<file path="config.mk">
export PLATFORM = sky130hd
export DESIGN_NAME = sra_top
export DESIGN_NICKNAME = d
export VERILOG_FILES = /design/src/verilog/sra_irq.v /design/src/verilog/sra_axis_pack.v /design/src/verilog/sra_top.v
export VERILOG_INCLUDE_DIRS = /design/src /design/src/shared
export SDC_FILE = /design/constraint.sdc
export NUM_CORES = 1
export LEC_CHECK = 0
export ABC_AREA = 1
export BUFFER_PORTS_ARGS = -buffer_cell sky130_fd_sc_hd__buf_2
export CORE_AREA = 2 2 260 262
export DETAILED_ROUTE_END_ITERATION = 16
export DIE_AREA = 0 0 262 264
export HOLD_SLACK_MARGIN = 0.12
export PLACE_DENSITY_LB_ADDON = 0.05
export SLEW_MARGIN = 20
export SYNTH_ARGS = -nofsm -noshare
export SYNTH_HDL_FRONTEND = slang
export SYNTH_HIERARCHICAL = 1
export SYNTH_SLANG_ARGS = --single-unit
</file>
<file path="constraint.sdc">
create_clock -name SYS_CLK -period 14 [get_ports SYS_CLK]
set_input_delay 2.8 -clock SYS_CLK [delete_from_list [all_inputs] [get_ports SYS_CLK]]
set_output_delay 2.8 -clock SYS_CLK [all_outputs]
set_load 0.1 [all_outputs]
</file>
<file path="src/shared/sra_defines.vh">
`ifndef SRA_DEFINES_VH
`define SRA_DEFINES_VH

// ----------------------------------------
// Register offsets and control fields
// ----------------------------------------
`define SRA_REG_CTRL 8'h00
`define SRA_REG_BLKSEL 8'h04
`define SRA_REG_INT_STAT 8'h08
`define SRA_REG_INT_MASK 8'h0c
`define SRA_REG_REC_LEN 8'h10
`define SRA_CTRL_REQ 0
`define SRA_CTRL_GEO 1
`define SRA_BLKSEL_RST 11'h7ff
`define SRA_INT_MASK_RST 3'h0
`define SRA_EV_REC 0
`define SRA_EV_GEO 1
`define SRA_EV_REFUSED 2

// ----------------------------------------
// Header word fields
// ----------------------------------------
`define SRA_HDR_FORCED 15
`define SRA_HDR_GEN 10
`define SRA_HDR_RSV 9
`define SRA_HDR_PLN 8

// ----------------------------------------
// General status byte and axis switch byte
// ----------------------------------------
`define SRA_GEN_PROG 7
`define SRA_GEN_WAIT 2
`define SRA_GEN_TRACE 1
`define SRA_GEN_ECHO 0
`define SRA_SW_LATCHED 7
`define SRA_SW_LATCH_IN 6
`define SRA_SW_REV_LIM 2
`define SRA_SW_HOME 1
`define SRA_SW_STEP_JMP 0

// ----------------------------------------
// Axis status word and plane status word
// ----------------------------------------
`define SRA_ST_MOVE 15
`define SRA_ST_ABS_REL 14
`define SRA_ST_ABS_ONLY 13
`define SRA_ST_EDGE 12
`define SRA_ST_HOMING 11
`define SRA_ST_HOME1 10
`define SRA_ST_HOME2 9
`define SRA_ST_COORD 8
`define SRA_ST_NEG 7
`define SRA_ST_CONTOUR 6
`define SRA_ST_SLEW 5
`define SRA_ST_STOP 4
`define SRA_ST_DECEL 3
`define SRA_ST_LARMED 2
`define SRA_ST_OOE 1
`define SRA_ST_MOFF 0
`define SRA_PL_MOVE 15
`define SRA_PL_SLEW 5
`define SRA_PL_STOP 4
`define SRA_PL_DECEL 3

// ----------------------------------------
// Scaling, limits and block sizes
// ----------------------------------------
`define SRA_VEL_SHIFT 6
`define SRA_TORQUE_MAX 18'sd32767
`define SRA_TORQUE_MIN -18'sd32767
`define SRA_HDR_BYTES 4'd4
`define SRA_GEN_BYTES 4'd1
`define SRA_RSV_BYTES 4'd8
`define SRA_PLN_BYTES 4'd2
`define SRA_AXIS_BYTES 4'd9
`define SRA_GEO_BYTES 4'd4

`endif

</file>
<file path="src/verilog/sra_irq.v">
`timescale 1ns/100ps
`include "sra_defines.vh"

module sra_irq #(
   parameter W = 3
) (
   input wire clk,
   input wire rst,
   input wire [W-1:0] evt,
   input wire mask_wr,
   input wire [W-1:0] mask_data,
   input wire stat_rd,
   output reg [W-1:0] stat_reg,
   output reg [W-1:0] mask_reg,
   output reg irq_reg
);

   wire [W-1:0] stat_next;
   wire [W-1:0] mask_next;

   // A read clears the sticky bits, but an event in the same cycle survives.
   assign stat_next = (stat_rd ? {W{1'b0}} : stat_reg) | evt;
   assign mask_next = mask_wr ? mask_data : mask_reg;

   // Status, mask and the level interrupt are all registered.
   always @(posedge clk) begin
      if (rst) begin
         stat_reg <= {W{1'b0}};
         mask_reg <= `SRA_INT_MASK_RST;
         irq_reg <= 1'b0;
      end else begin
         stat_reg <= stat_next;
         mask_reg <= mask_next;
         irq_reg <= |(stat_next & mask_next);
      end
   end

endmodule

</file>
<file path="src/verilog/sra_axis_pack.v">
`timescale 1ns/100ps
`include "sra_defines.vh"

module sra_axis_pack (
   input wire clk,
   input wire rst,
   input wire [15:0] status_word,
   input wire latched,
   input wire latch_pin,
   input wire rev_pin,
   input wire home_pin,
   input wire jumper_pin,
   input wire [31:0] vel_query,
   input wire [17:0] torque_raw,
   output wire [71:0] block
);

   reg [3:0] pin_s1_reg;
   reg [3:0] pin_s2_reg;
   wire [7:0] sw_byte;
   wire [31:0] vel_rec;
   wire signed [17:0] tq;
   wire signed [17:0] tq_sel;

   // Switch pins come from outside the clock domain, so two flops first.
   always @(posedge clk) begin
      if (rst) begin
         pin_s1_reg <= 4'h0;
         pin_s2_reg <= 4'h0;
      end else begin
         pin_s1_reg <= {latch_pin, rev_pin, home_pin, jumper_pin};
         pin_s2_reg <= pin_s1_reg;
      end
   end

   assign sw_byte = (latched << `SRA_SW_LATCHED) | (pin_s2_reg[3] << `SRA_SW_LATCH_IN)
                  | (pin_s2_reg[2] << `SRA_SW_REV_LIM) | (pin_s2_reg[1] << `SRA_SW_HOME)
                  | (pin_s2_reg[0] << `SRA_SW_STEP_JMP);

   assign vel_rec = {vel_query[31-`SRA_VEL_SHIFT:0], {`SRA_VEL_SHIFT{1'b0}}};

   assign tq = torque_raw;
   assign tq_sel = (tq > `SRA_TORQUE_MAX) ? `SRA_TORQUE_MAX : (tq < `SRA_TORQUE_MIN) ? `SRA_TORQUE_MIN : tq;

   assign block = {tq_sel[15:0], vel_rec, sw_byte, status_word};

endmodule

</file>
<file path="src/verilog/sra_top.v">
`timescale 1ns/100ps
`include "sra_defines.vh"

module sra_top #(
   parameter NUM_AXES = 8
) (
   input wire SYS_CLK,
   input wire RST,
   input wire [7:0] ADDR,
   input wire [31:0] WDATA,
   input wire WR,
   input wire RD,
   output reg [31:0] RDATA,
   output reg [7:0] REC_DATA,
   output reg REC_VALID,
   output reg REC_LAST,
   input wire REC_READY,
   output wire IRQ,
   input wire PROG_RUN,
   input wire WAIT_INPUT,
   input wire TRACE_ON,
   input wire ECHO_ON,
   input wire VEC_MOVE,
   input wire VEC_SLEW,
   input wire VEC_STOP,
   input wire VEC_DECEL,
   input wire [7:0] AX_MOVE,
   input wire [7:0] AX_ABS_REL,
   input wire [7:0] AX_ABS_ONLY,
   input wire [7:0] AX_EDGE_SEARCH,
   input wire [7:0] AX_HOMING,
   input wire [7:0] AX_HOME_PH1,
   input wire [7:0] AX_HOME_PH2,
   input wire [7:0] AX_COORD,
   input wire [7:0] AX_NEG_DIR,
   input wire [7:0] AX_CONTOUR,
   input wire [7:0] AX_SLEW,
   input wire [7:0] AX_STOPPING,
   input wire [7:0] AX_DECEL,
   input wire [7:0] AX_LATCH_ARMED,
   input wire [7:0] AX_OFF_ON_ERR,
   input wire [7:0] AX_MOTOR_OFF,
   input wire [7:0] AX_LATCHED,
   input wire [7:0] AX_LATCH_IN,
   input wire [7:0] AX_REV_LIMIT,
   input wire [7:0] AX_HOME_IN,
   input wire [7:0] AX_STEP_JUMPER,
   input wire [255:0] AX_VEL,
   input wire [143:0] AX_TORQUE
);

   // ----------------------------------------
   // Segment states and constants
   // ----------------------------------------
   localparam S_IDLE = 3'd0;
   localparam S_HDR = 3'd1;
   localparam S_GEN = 3'd2;
   localparam S_TBL = 3'd3;
   localparam S_PLN = 3'd4;
   localparam S_AXS = 3'd5;
   localparam S_GEO = 3'd6;
   localparam [7:0] AXIS_MASK = 8'hff >> (8 - NUM_AXES);
   localparam [3:0] NO_AXIS = 4'd8;

   reg [2:0] seg_reg;
   reg [3:0] idx_reg;
   reg [3:0] ax_reg;
   reg [10:0] blksel_reg;
   reg [15:0] hdr_reg;
   reg [15:0] len_reg;
   reg [2:0] seg_after;
   reg [3:0] ax_after;
   reg [7:0] cur_byte;
   wire [15:0] st_w [0:7];
   wire [71:0] blk_w [0:7];
   wire [7:0] gen_byte;
   wire [15:0] pln_word;
   wire [10:0] flags_now;
   wire busy;
   wire load;
   wire seg_last;
   wire final_byte;
   wire req_wr;
   wire geo_wr;
   wire [2:0] evt;
   wire [2:0] int_stat;
   wire [2:0] int_mask;

   // ----------------------------------------
   // Helper functions
   // ----------------------------------------

   // Lowest flagged axis at or above a start index, or none.
   function [3:0] next_axis;
      input [7:0] m;
      input [3:0] from;
      integer i;
      begin
         next_axis = NO_AXIS;
         for (i = 7; i >= 0; i = i - 1) begin
            if (m[i] && i >= from) begin
               next_axis = i[3:0];
            end
         end
      end
   endfunction

   // First flagged block after the current one.
   function [2:0] next_seg;
      input [2:0] cur;
      input [10:0] f;
      begin
         if (cur < S_GEN && f[`SRA_HDR_GEN]) begin
            next_seg = S_GEN;
         end else if (cur < S_TBL && f[`SRA_HDR_RSV]) begin
            next_seg = S_TBL;
         end else if (cur < S_PLN && f[`SRA_HDR_PLN]) begin
            next_seg = S_PLN;
         end else if (|f[7:0]) begin
            next_seg = S_AXS;
         end else begin
            next_seg = S_IDLE;
         end
      end
   endfunction

   // Byte count of one segment.
   function [3:0] seg_len;
      input [2:0] s;
      begin
         case (s)
            S_HDR: seg_len = `SRA_HDR_BYTES;
            S_GEN: seg_len = `SRA_GEN_BYTES;
            S_TBL: seg_len = `SRA_RSV_BYTES;
            S_PLN: seg_len = `SRA_PLN_BYTES;
            S_AXS: seg_len = `SRA_AXIS_BYTES;
            S_GEO: seg_len = `SRA_GEO_BYTES;
            default: seg_len = 4'd1;
         endcase
      end
   endfunction

   // Whole record length, header included, for a set of flags.
   function [15:0] rec_len;
      input [10:0] f;
      integer i;
      begin
         rec_len = {12'h000, `SRA_HDR_BYTES};
         if (f[`SRA_HDR_GEN]) rec_len = rec_len + {12'h000, `SRA_GEN_BYTES};
         if (f[`SRA_HDR_RSV]) rec_len = rec_len + {12'h000, `SRA_RSV_BYTES};
         if (f[`SRA_HDR_PLN]) rec_len = rec_len + {12'h000, `SRA_PLN_BYTES};
         for (i = 0; i < 8; i = i + 1) begin
            if (f[i]) rec_len = rec_len + {12'h000, `SRA_AXIS_BYTES};
         end
      end
   endfunction

   // ----------------------------------------
   // Status word assembly
   // ----------------------------------------

   assign gen_byte = (PROG_RUN << `SRA_GEN_PROG) | (WAIT_INPUT << `SRA_GEN_WAIT)
                   | (TRACE_ON << `SRA_GEN_TRACE) | (ECHO_ON << `SRA_GEN_ECHO);

   assign pln_word = (VEC_MOVE << `SRA_PL_MOVE) | (VEC_SLEW << `SRA_PL_SLEW)
                   | (VEC_STOP << `SRA_PL_STOP) | (VEC_DECEL << `SRA_PL_DECEL);

   genvar g;
   generate
      for (g = 0; g < 8; g = g + 1) begin : axis
         assign st_w[g][`SRA_ST_MOVE] = AX_MOVE[g];
         assign st_w[g][`SRA_ST_ABS_REL] = AX_ABS_REL[g];
         assign st_w[g][`SRA_ST_ABS_ONLY] = AX_ABS_ONLY[g];
         assign st_w[g][`SRA_ST_EDGE] = AX_EDGE_SEARCH[g];
         assign st_w[g][`SRA_ST_HOMING] = AX_HOMING[g];
         assign st_w[g][`SRA_ST_HOME1] = AX_HOME_PH1[g];
         assign st_w[g][`SRA_ST_HOME2] = AX_HOME_PH2[g];
         assign st_w[g][`SRA_ST_COORD] = AX_COORD[g];
         assign st_w[g][`SRA_ST_NEG] = AX_NEG_DIR[g];
         assign st_w[g][`SRA_ST_CONTOUR] = AX_CONTOUR[g];
         assign st_w[g][`SRA_ST_SLEW] = AX_SLEW[g];
         assign st_w[g][`SRA_ST_STOP] = AX_STOPPING[g];
         assign st_w[g][`SRA_ST_DECEL] = AX_DECEL[g];
         assign st_w[g][`SRA_ST_LARMED] = AX_LATCH_ARMED[g];
         assign st_w[g][`SRA_ST_OOE] = AX_OFF_ON_ERR[g];
         assign st_w[g][`SRA_ST_MOFF] = AX_MOTOR_OFF[g];

         // Each axis block is packed from its own fields.
         sra_axis_pack u_pack (
            .clk(SYS_CLK),
            .rst(RST),
            .status_word(st_w[g]),
            .latched(AX_LATCHED[g]),
            .latch_pin(AX_LATCH_IN[g]),
            .rev_pin(AX_REV_LIMIT[g]),
            .home_pin(AX_HOME_IN[g]),
            .jumper_pin(AX_STEP_JUMPER[g]),
            .vel_query(AX_VEL[g*32 +: 32]),
            .torque_raw(AX_TORQUE[g*18 +: 18]),
            .block(blk_w[g])
         );
      end
   endgenerate

   // ----------------------------------------
   // Register bus
   // ----------------------------------------

   // Flags a request would carry: axes beyond the fitted count never appear.
   assign flags_now = {blksel_reg[10:8], blksel_reg[7:0] & AXIS_MASK};
   assign req_wr = WR && ADDR == `SRA_REG_CTRL && WDATA[`SRA_CTRL_REQ];
   assign geo_wr = WR && ADDR == `SRA_REG_CTRL && WDATA[`SRA_CTRL_GEO];

   // Block select register steers which blocks the next record holds.
   always @(posedge SYS_CLK) begin
      if (RST) begin
         blksel_reg <= `SRA_BLKSEL_RST;
      end else if (WR && ADDR == `SRA_REG_BLKSEL) begin
         blksel_reg <= WDATA[10:0];
      end
   end

   // Read data stand in the cycle after the strobe only.
   always @(posedge SYS_CLK) begin
      if (RST) begin
         RDATA <= 32'h0000_0000;
      end else if (RD) begin
         case (ADDR)
            `SRA_REG_CTRL: RDATA <= {31'h0000_0000, busy};
            `SRA_REG_BLKSEL: RDATA <= {21'h00_0000, blksel_reg};
            `SRA_REG_INT_STAT: RDATA <= {29'h0000_0000, int_stat};
            `SRA_REG_INT_MASK: RDATA <= {29'h0000_0000, int_mask};
            `SRA_REG_REC_LEN: RDATA <= {16'h0000, len_reg};
            default: RDATA <= 32'h0000_0000;
         endcase
      end else begin
         RDATA <= 32'h0000_0000;
      end
   end

   // ----------------------------------------
   // Record sequencer
   // ----------------------------------------
   assign busy = seg_reg != S_IDLE;
   assign load = busy && (!REC_VALID || REC_READY);
   assign seg_last = idx_reg == seg_len(seg_reg) - 4'd1;
   assign final_byte = seg_last && seg_after == S_IDLE;

   always @* begin
      seg_after = S_IDLE;
      ax_after = ax_reg;
      case (seg_reg)
         S_HDR, S_GEN, S_TBL, S_PLN: begin
            seg_after = next_seg(seg_reg, hdr_reg[10:0]);
            ax_after = next_axis(hdr_reg[7:0], 4'd0);
         end
         S_AXS: begin
            ax_after = next_axis(hdr_reg[7:0], ax_reg + 4'd1);
            seg_after = (ax_after == NO_AXIS) ? S_IDLE : S_AXS;
         end
         default: begin
            seg_after = S_IDLE;
         end
      endcase
   end

   // Byte currently due on the stream.
   always @* begin
      cur_byte = 8'h00;
      case (seg_reg)
         S_HDR: begin
            case (idx_reg)
               4'd0: cur_byte = hdr_reg[7:0];
               4'd1: cur_byte = hdr_reg[15:8];
               4'd2: cur_byte = len_reg[7:0];
               default: cur_byte = len_reg[15:8];
            endcase
         end
         S_GEN: cur_byte = gen_byte;
         S_PLN: cur_byte = (idx_reg == 4'd0) ? pln_word[7:0] : pln_word[15:8];
         S_AXS: cur_byte = blk_w[ax_reg[2:0]][idx_reg*8 +: 8];
         S_GEO: begin
            case (idx_reg)
               4'd0: cur_byte = NUM_AXES[7:0];
               4'd1: cur_byte = {4'h0, `SRA_GEN_BYTES};
               4'd2: cur_byte = {4'h0, `SRA_PLN_BYTES};
               default: cur_byte = {4'h0, `SRA_AXIS_BYTES};
            endcase
         end
         default: cur_byte = 8'h00;
      endcase
   end

   // Start, step and finish a record or a geometry answer.
   always @(posedge SYS_CLK) begin
      if (RST) begin
         seg_reg <= S_IDLE;
         idx_reg <= 4'd0;
         ax_reg <= 4'd0;
         hdr_reg <= 16'h0000;
         len_reg <= 16'h0000;
         REC_DATA <= 8'h00;
         REC_VALID <= 1'b0;
         REC_LAST <= 1'b0;
      end else begin
         if (REC_VALID && REC_READY) begin
            REC_VALID <= 1'b0;
            REC_LAST <= 1'b0;
         end
         if (!busy && req_wr) begin
            hdr_reg <= {1'b1, 4'h0, flags_now};
            len_reg <= rec_len(flags_now);
            seg_reg <= S_HDR;
            idx_reg <= 4'd0;
            ax_reg <= 4'd0;
         end else if (!busy && geo_wr) begin
            seg_reg <= S_GEO;
            idx_reg <= 4'd0;
         end else if (load) begin
            REC_DATA <= cur_byte;
            REC_VALID <= 1'b1;
            REC_LAST <= final_byte;
            if (seg_last) begin
               seg_reg <= seg_after;
               idx_reg <= 4'd0;
               ax_reg <= ax_after;
            end else begin
               idx_reg <= idx_reg + 4'd1;
            end
         end
      end
   end

   // ----------------------------------------
   // Interrupts
   // ----------------------------------------
   assign evt[`SRA_EV_REC] = load && final_byte && seg_reg != S_GEO;
   assign evt[`SRA_EV_GEO] = load && final_byte && seg_reg == S_GEO;
   assign evt[`SRA_EV_REFUSED] = busy && (req_wr || geo_wr);

   // Sticky events, mask and the level output.
   sra_irq #(
      .W(3)
   ) u_irq (
      .clk(SYS_CLK),
      .rst(RST),
      .evt(evt),
      .mask_wr(WR && ADDR == `SRA_REG_INT_MASK),
      .mask_data(WDATA[2:0]),
      .stat_rd(RD && ADDR == `SRA_REG_INT_STAT),
      .stat_reg(int_stat),
      .mask_reg(int_mask),
      .irq_reg(IRQ)
   );

endmodule

</file>
# Word level (Yosys, flattened, before mapping)
# Cells that the tools add are included.
[totals] reg_bits=163 in_bits=621 output_inout_bits=43 wordCells=276
[classes] add_sub_neg=13 order_cmp=28 n_eq_ne=15 n_shift=1 muxes=95 bitwise_logic=44 n_reduce_logical=50
[op_table] operator="$mux 16" n=46
[op_table] operator="$bmux 72 s3" n=1
[op_table] operator="$add 16x4->16 const B" n=9
[op_table] operator="$gt 18x16->1 const B" n=8
[op_table] operator="$lt 18x16->1 const B" n=8
[op_table] operator="$mux 72" n=2
[op_table] operator="$pmux 16 s5" n=1
[op_table] operator="$mux 4" n=18
[op_table] operator="$or 8x1->8" n=9
[op_table] operator="$or 8x2->8" n=9
[op_table] operator="$or 8x3->8" n=9
[op_table] operator="$shiftx 72x8->8" n=1
[op_table] operator="$or 8x7->8" n=8
[op_table] operator="$pmux 8 s5" n=1
[op_table] operator="$mux 3" n=10
[op_table] operator="$logic_and 1x1->1" n=26
[op_table] operator="$pmux 8 s3" n=1
[op_table] operator="$add 16x2->16 const B" n=1
[op_table] operator="$eq 8x4->1 const B" n=2
[op_table] operator="$ge 3x4->1 const A" n=4
[op_table] operator="$or 16x4->16" n=1
[op_table] operator="$or 16x5->16" n=1
[op_table] operator="$or 16x6->16" n=1
[op_table] operator="$pmux 4 s4" n=1
[op_table] operator="other kinds (40)" n=68

# Depth between registers and ports, before layout
# Gate-level depths: netlist (run 1).
[depth] depth_word=44 ltp_mapped=34 depth_no_buf=33

# Hierarchy
# The synthesis (run 1) kept the hierarchy.
[modules_own_cells] mod="sra_top" instances=1 cells_each=1710 area_each_um2=9668.0 seq_area_each_um2=1361.3
[modules_own_cells] mod="sra_axis_pack" instances=8 cells_each=134 area_each_um2=897.1 seq_area_each_um2=160.2
[modules_own_cells] mod="sra_irq" instances=1 cells_each=38 area_each_um2=269.0 seq_area_each_um2=140.1

# Worst setup path after synthesis (run 1)
# Ideal clock, no wire load.
[synth_path] kind="reg-to-reg" from="register blksel_reg[10]" to="register len_reg[6]" setup_time_ps=113 arrival_time_ps=4484 t_required_ps=13887 path_slack_ps=9403 path_stages_with_launch=33 n_path_buf=0 synth_period_minus_slack_ps=4597 path_cell_list="dfxtp_1 ha_1 nand2_1 nand2_1 ha_1 or2_1 nand2_2 inv_1 ha_1 nand2_1 nand2_1 ha_1 or2_2 nand2_1 inv_1 ha_1 nand2_1 nand2_1 ha_1 nand2_1 nand2_1 ha_1 o21ai_0 inv_1 ha_1 nand3_1 o21ai_1 inv_1 nor2_1 nand2_1 nand2_1 nand3_1 nand2_1"
[synth_via] elab_chain_cells=41
[synth_rtl] element="start, declared" line_no="sra_top.v:68" source="reg [10:0] blksel_reg;"
[synth_rtl] element="start signal, assigned" line_no="sra_top.v:217" source="blksel_reg <= `SRA_BLKSEL_RST;"
[synth_rtl] element="start signal, assigned" line_no="sra_top.v:219" source="blksel_reg <= WDATA[10:0];"
[synth_rtl] element="$mux 1 (*)" line_no="sra_top.v:149" source="if (f[`SRA_HDR_GEN]) rec_len = rec_len + {12'h000, `SRA_GEN_BYTES};"
[synth_rtl] element="$mux 16 (*)" line_no="sra_top.v:310" source="if (!busy && req_wr) begin"
[synth_rtl] element="$mux 16 (*)" line_no="sra_top.v:296" source="if (RST) begin"
[synth_rtl] element="$add 16x4->16" line_no="sra_top.v:150" source="if (f[`SRA_HDR_RSV]) rec_len = rec_len + {12'h000, `SRA_RSV_BYTES};"
[synth_rtl] element="$mux 16 (*)" line_no="sra_top.v:150"
[synth_rtl] element="$mux 16 (*)" line_no="sra_top.v:310"
[synth_rtl] element="$mux 16 (*)" line_no="sra_top.v:296"
[synth_rtl] element="$add 16x2->16" line_no="sra_top.v:151" source="if (f[`SRA_HDR_PLN]) rec_len = rec_len + {12'h000, `SRA_PLN_BYTES};"
[synth_rtl] element="[25 not listed]"
[synth_rtl] element="$mux 16 (*)" line_no="sra_top.v:310"
[synth_rtl] element="$mux 16 (*)" line_no="sra_top.v:296"
[synth_rtl] element="$add 16x4->16" line_no="sra_top.v:153" source="if (f[i]) rec_len = rec_len + {12'h000, `SRA_AXIS_BYTES};"
[synth_rtl] element="$mux 16 (*)" line_no="sra_top.v:153"
[synth_rtl] element="$mux 16 (*)" line_no="sra_top.v:310"
[synth_rtl] element="$mux 16 (*)" line_no="sra_top.v:296"
[synth_rtl] element="$add 16x4->16" line_no="sra_top.v:153"
[synth_rtl] element="$mux 16 (*)" line_no="sra_top.v:153"
[synth_rtl] element="end signal, assigned" line_no="sra_top.v:312" source="len_reg <= rec_len(flags_now);"
[synth_rtl] element="end, declared" line_no="sra_top.v:70" source="reg [15:0] len_reg;"
# Every way passes the cells marked *; elsewhere a longest branch is shown, timed or not. The select of a mux whose other input is x is not followed.
# A chain may end at the register's enable or synchronous reset.

# Worst setup path in the final report (run 1)
[layout_path] from="input port RST" to="register idx_reg[1]"
[layout_via] elab_chain_cells=1
[layout_rtl] element="start, declared" line_no="sra_top.v:8" source="input wire RST,"
[layout_rtl] element="$reduce_or 3->1 (no line)"
[layout_rtl] element="end signal, assigned" line_no="sra_top.v:328" source="idx_reg <= idx_reg + 4'd1;"
[layout_rtl] element="end, declared" line_no="sra_top.v:66" source="reg [3:0] idx_reg;"
# Every way passes these cells.

==> results of run 1 <==
==> where the power goes <==
group	internal (uW)	switching [uW]
sequential	409	22.7
combinational	183	367
clock	238	216
==> critical path: stages <==
cell,delay [ps]
buf_2,70
buf_4,610
inv_1,680
nand2_1,920
inv_1,350
nand3_1,300
a211oi_1,60
==> per-layer routing <==
metal  GRT usage, %  vias up  share of wire, %
met3           3.34       83               5.9
li1               -     9044                 -
met4           6.11       14               2.4
met1           25.6     8265                42
met5              0        -              0.12
met2           36.6      547                49
==> Yosys cell counts (32+ instances only) <==
| cell | instances | area share [%] |
|---|---|---|
| nor2_1 | 508 | 11 |
| buf_4 | 437 | 19 |
| nand2_1 | 387 | 8.5 |
| a21oi_1 | 257 | 7.5 |
| o21ai_0 | 217 | 6.3 |
| inv_1 | 187 | 4.1 |
| dfxtp_1 | 139 | 16 |
| clkbuf_1 | 130 | 2.9 |
| o221ai_1 | 123 | 6.3 |
| nand3_1 | 112 | 3.3 |
| o22ai_1 | 49 | 1.8 |
| o211ai_1 | 33 | 1.4 |
| nand2_2 | 32 | 1.2 |
==> per-stage QoR <==
step | worst slack [ps] | utilization [%] | hold WS [ps]
2_1_floorplan | 9400 | - | 388
3_3_place_gp | 7800 | 26.0 | 396
3_5_place_dp | 7800 | 26.0 | 399
4_1_cts | 8280 | 26.9 | 401
5_1_grt | 8090 | 26.9 | 418
6_report | 8410 | 26.9 | 402
==> final timing paths <==
path,cells past startpoint,to,slack [ps],startpoint
hold / removal,2,axis[1].u_pack/pin_s2_reg[3]$_SDFF_PP0_,400,axis[1].u_pack/pin_s1_reg[3]$_SDFF_PP0_
hold reg to reg,2,axis[1].u_pack/pin_s2_reg[3]$_SDFF_PP0_,400,axis[1].u_pack/pin_s1_reg[3]$_SDFF_PP0_
setup / recovery,7,idx_reg[1]$_SDFFE_PP0P_,8410,RST
setup reg to reg,31,len_reg[6]$_SDFFE_PP0P_,8970,blksel_reg[10]$_SDFFE_PP1P_
==> cell type report <==
class | count | area share, %
Inverter | 202 | 4.30
Clock inverter | 15 | 0.866
Antenna cell | 16 | 0.223
Timing Repair Buffer | 588 | 16.6
Clock buffer | 17 | 2.37
Sequential cell | 139 | 15.6
Multi-Input combinational cell | 1948 | 53.9
Tap cell | 873 | 6.10
==> logic make-up after synthesis <==
| group | Yosys count | share of synthesized area (%) |
|---|---|---|
| other cells | 9 | 0.197 |
| fa+ha+maj | 19 | 1.39 |
| xor+xnor | 7 | 0.402 |
| flops | 139 | 16.3 |
| buf+inv | 816 | 29.2 |
| simple gates | 1111 | 27.3 |
| compound gates | 719 | 25.3 |
==> results.md, run 1 <==
- Outcome: finished clean
- Nets: 3536
- Reg clk slew, reported paths: approximately 70 ps
- CTS H-tree lvls: 4
- CP Max Fanout: between 70 and 80
- GR Util All Layers: 20.7%
- Clock latency at the later pin of the worst-skew pair: 440 ps
- Final ANT Viol Nets: 0
- Max VDD drop: 0.0579 mV
- # Post-CTS Setup Buffers: 0
- Post-cts resize count: 0
- Post-Syn Area: 17100 sq um
- Crit path kind: input port to flip-flop
- Fin Setup TNS: 0 ps
- Die footprint: 69200 sq um
- Commonest non-fill, non-tap cells in the layout: buf_2 (574), nor2_1 (507), nand2_1 (385)
- Syn-to-layout area delta: 4.69%
- Share of cells above drive strength 1: 24.8%
- I/O pin total: 664
- Register area share after synthesis: 16.3%
- Ys flop type: dfxtp_1
- Avg Inst Size Synth: 6.07 sq um
- Min-Delay Path Class: flip-flop to flip-flop
- Dpl cells: 3750
- DRT Pass-1 Iters: 7
- Tmin final: 5590 ps
- Vias in the first global route: 17700
- # fillers: 7800
- Synthesis-stage register bit count: 139
- Vias post-DR: 18000
- Post-Place Cell Area: approximately 17000 sq um
- Starting Density: 25.7%
- P_leak: approximately 0.0084 uW
- Die span in y: 264 microns
- Total power: 1440 uW
- Max_slew headroom: 30.2%
- Setup crit end kind: flip-flop
- Core area: approximately 67000 sq um
- GRT overflow: 0
- Post-route insts no fill: 3798
- CTS tree: yes
- Req. time, crit path: 14300 ps
- Critical Path AT: 5880 ps
- Unique masters post-synth: 52
- Crit share post-route: 39.9%
- Async SR Flop Fraction: 0%
- Final WL: between 70 and 80 mm
- PortBufs: around 570
- Initial antenna violation count: 25
- Crit path launch type: input port
- Drt via density: 4.73
- Design Area, Final: 17900 sq um
- Sequential Area: 2800 sq um
- Highest Clock Rate: about 180 MHz
- Per-cell routed wire length: 19.7 microns
- CTS sink cnt: approximately 140
- Slew Viols, Final: 0
- First-pass GRT wire length: roughly 110 mm
- Pwr dens: 80.2 nW/um^2
- Root buffer cell: clkbuf_16
- Worst-case clock buffer depth: 2
- Post-synth EDFFs: 0
- Num rows: 95
- Die X-Extent: 262 microns
- Unrepaired setup endpoints after global routing: no
- Setup-failing EPs final: 0
- Post-CTS Hold Buffers: 0
- Mapped Cells: 2820
- Clk_skew: 8.80 ps
- Leading cell type in the layout, fill and taps excluded: buf_2
- Worst slew pin tran: 1040 ps
- Drt initial violations: approximately 1000
- Cts bufs inserted: 17
- Largest net degree at the start of global routing: 94
- Post-DP HPWL: 58.1 mm
- Final GP Congestion: 0.887
- Multi-input gate area: 9660 sq um
- Synthesis Warnings: 6
- Drc violations: 0
- Maxcap violations: 0
- Fin. Hold Viols: 0
Note: power is estimated with default switching activity, not from simulation.
==> inputs of run 2 (changes only) <==
clock period = 5.5 ns   (was 14 ns; I/O delays follow)
==> run 2 against run 1 <==
  * Sequential cell count unchanged
  * Register-to-register slack worse by 8500 ps
  * Design area grew 0.43%
  * Worst hold slack better by 1.3 ps
  * Sequential share of layout area fell by 0.067 points
  * Critical endpoint is now len_reg[6]$_SDFFE_PP0P_
  * Largest cell class unchanged
  * Largest power group unchanged
==> results.md, run 2 (synthesis results as in run 1) <==
- Hold depth: 2 (unchanged)
- PortBufs: 574 (unchanged)
- Power share of the combinational group: 38.2% (about the same)
- Top layer in use: met5
- Num rows: 95 (unchanged)
- Crit-path most repeated cell: nand2_1
- Clock latency at the later pin of the worst-skew pair: 440 ps (about the same)
- Drt via density: 4.77 (+1.0%)
- Metal2 WL: 37.0 mm (+0.58%)
- Crit path launch type: flip-flop
- Met3 WL: 4.25 mm (-3.4%)
- Commonest non-fill, non-tap cells in the layout: buf_2 (574), nor2_1 (507), nand2_1 (385)
- Die footprint: 69200 sq um (unchanged)
- Maxcap violations: 0 (unchanged)
- Pwr dens: 206 nW/um^2 (+160%)
- Clk pwr share: 32.4% (+0.8 points)
- Crit share post-route: 91.5%
- Vias post-DR: 18100 (+1.0%)
- Share of cells above drive strength 1: 24.9% (+0.15 points)
- Multi-input gate area: 9660 sq um (unchanged)
- Worst-case clock buffer depth: 2 (unchanged)
- CTS tree: yes
- Unrepaired setup endpoints after global routing: no
- Sequential power share: 29.4% (-0.7 points)
- Max_slew headroom: 26.9% (-3.3 points)
- Root buffer cell: clkbuf_16
- Req. time, crit path: 5830 ps (-8470 ps)
- Min-Delay Path Class: flip-flop to flip-flop
- Per-cell routed wire length: 19.8 microns (+0.47%)
- Internal power: 2170 uW (+160%)
- Max VDD drop: 0.178 mV (+210%)
- GRT overflow: 0 (unchanged)
- Post-DP HPWL: 59.1 mm (+1.8%)
- Die X-Extent: 262 microns (unchanged)
- Fin. Hold Viols: 0 (unchanged)
- Final GP Congestion: 0.907 (+2.2%)
- Slowest stage delay, CP: 430 ps (-490 ps)
- Switching part of the total: 41.6% (-0.65 points)
- P_leak: 0.00850 uW (+0.73%)
- Nets: 3542 (+0.17%)
- GR Util All Layers: 20.8% (+0.044 points)
- Vias in the first global route: 17900 (+1.1%)
- Reg clk slew, reported paths: 70 ps (about the same)
- Total power: 3710 uW (+160%)
- Starting Density: 25.7% (unchanged)
- CTS sink cnt: 139 (unchanged)
- Critical Path AT: 5360 ps (-520 ps)
- CP Max Fanout: 5 (-94%)
- Reg-to-reg slack, setup: 470 ps (-8500 ps)
- Syn-to-layout area delta: 5.15%
- # fillers: 7795 (-0.064%)
- Die span in y: 264 microns (unchanged)
- Largest net degree at the start of global routing: 103 (+9.6%)
- Slew Viols, Final: 0 (unchanged)
- Leading cell type in the layout, fill and taps excluded: buf_2
- I/O pin total: 664 (unchanged)
- Reg-to-reg endpoint: len_reg[6]$_SDFFE_PP0P_
- CP max-delay cell: dfxtp_1
- Final WL: 75.1 mm (+0.47%)
- R2R Path Start: blksel_reg[10]$_SDFFE_PP1P_
- First-pass GRT wire length: 109 mm (+0.50%)
- Post-cts resize count: 0 (unchanged)
- # Post-CTS Setup Buffers: 0 (unchanged)
- R2R cell count: 32 (+3.2%)
- WL met1: 32.0 mm (+1.1%)
- Setup-failing EPs final: 0 (unchanged)
- Worst slew pin tran: 1090 ps (+49.4 ps)
- Sequential Area: 2800 sq um (unchanged)
- Tmin final: 5030 ps
- Highest Clock Rate: 199 MHz
- Post-CTS Hold Buffers: 0 (unchanged)
- Crit path kind: flip-flop to flip-flop
- Cts bufs inserted: 17 (unchanged)
- Initial antenna violation count: 22 (-12%)
- Core area: 66600 sq um (unchanged)
- Net Switching: 1540 uW (+150%)
- DRT Pass-1 Iters: 7 (unchanged)
- HP Start: axis[1].u_pack/pin_s1_reg[3]$_SDFF_PP0_
- Drc violations: 0 (unchanged)
- Clk_skew: 10.7 ps (+1.91 ps)
- Outcome: finished clean
- End of the worst hold path: axis[1].u_pack/pin_s2_reg[3]$_SDFF_PP0_
- Final ANT Viol Nets: 0 (unchanged)
- Drt initial violations: 1005 (-2.8%)
- Fin Setup TNS: 0 ps (unchanged)
- CTS H-tree lvls: 4 (unchanged)
- Setup crit end kind: flip-flop
run 2: cell types whose count changed in the layout (fill, tap and decap cells not counted), sizes merged:
cell / before / now
bufinv: 0 / 1
diode: 16 / 10
clkinvlp: 3 / 0
buf: 588 / 594
inv: 209 / 210
clkinv: 5 / 6
run 2: worst max path at each step:
stage	from	end	slack, ps	depth (start not counted)
after global routing	blksel_reg[10]$_SDFFE_PP1P_	len_reg[6]$_SDFFE_PP0P_	10	32
after floorplan	blksel_reg[10]$_SDFFE_PP1P_	len_reg[6]$_SDFFE_PP0P_	900	32
after CTS	blksel_reg[10]$_SDFFE_PP1P_	len_reg[6]$_SDFFE_PP0P_	450	32
after detailed placement	blksel_reg[10]$_SDFFE_PP1P_	len_reg[6]$_SDFFE_PP0P_	470	32
after global placement	blksel_reg[10]$_SDFFE_PP1P_	len_reg[6]$_SDFFE_PP0P_	500	32
final	blksel_reg[10]$_SDFFE_PP1P_	len_reg[6]$_SDFFE_PP0P_	470	32
run 2: area by class of cell:
class / count / share of cell area (%)
multi-input combinational: 1948 / 53.7
timing repair buffer: 594 / 16.9
sequential: 139 / 15.5
tap: 873 / 6.07
inverter: 202 / 4.28
clock buffer: 17 / 2.36
clock inverter: 15 / 1.06
antenna: 10 / 0.139
run 2: critical path, delay by kind of cell (launching register included):
| kind | cells | cell delay (ps) |
|---|---|---|
| fa+ha+maj | 8 | 2180 |
| compound gates | 2 | 260 |
| flops | 1 | 430 |
| buf+inv | 4 | 260 |
| simple gates | 18 | 1780 |
run 2: metal layers:
layer | up-vias | global-route usage (%)
li1 | 9042 | -
met1 | 8423 | 25.2
met2 | 561 | 37.1
met3 | 88 | 3.45
met4 | 20 | 6.06
met5 | - | 0
run 2: power groups by stage:
stage | registers, uW | logic (uW) | clock network, uW
after floorplan | 1110 | 1100 | 0
after global placement | 1110 | 1430 | 0
after detailed placement | 1120 | 1430 | 0
after CTS | 1090 | 1440 | 1240
after global routing | 1100 | 1580 | 1280
final | 1090 | 1420 | 1200
run 2: stage by stage:
stage / cells / hold slack (ps) / area (sq um) / util (%) / setup WS, ps
floorplan: 2903 / 388 / 17400 / - / 903
global placement: 3756 / 397 / 17400 / 26.1 / 503
detailed placement: 3756 / 396 / 17400 / 26.1 / 471
CTS: 3788 / 406 / 18000 / 27.0 / 450
global route: 3795 / 418 / 18000 / 27.0 / 11.3
finish: 3798 / 403 / 18000 / 27.0 / 468
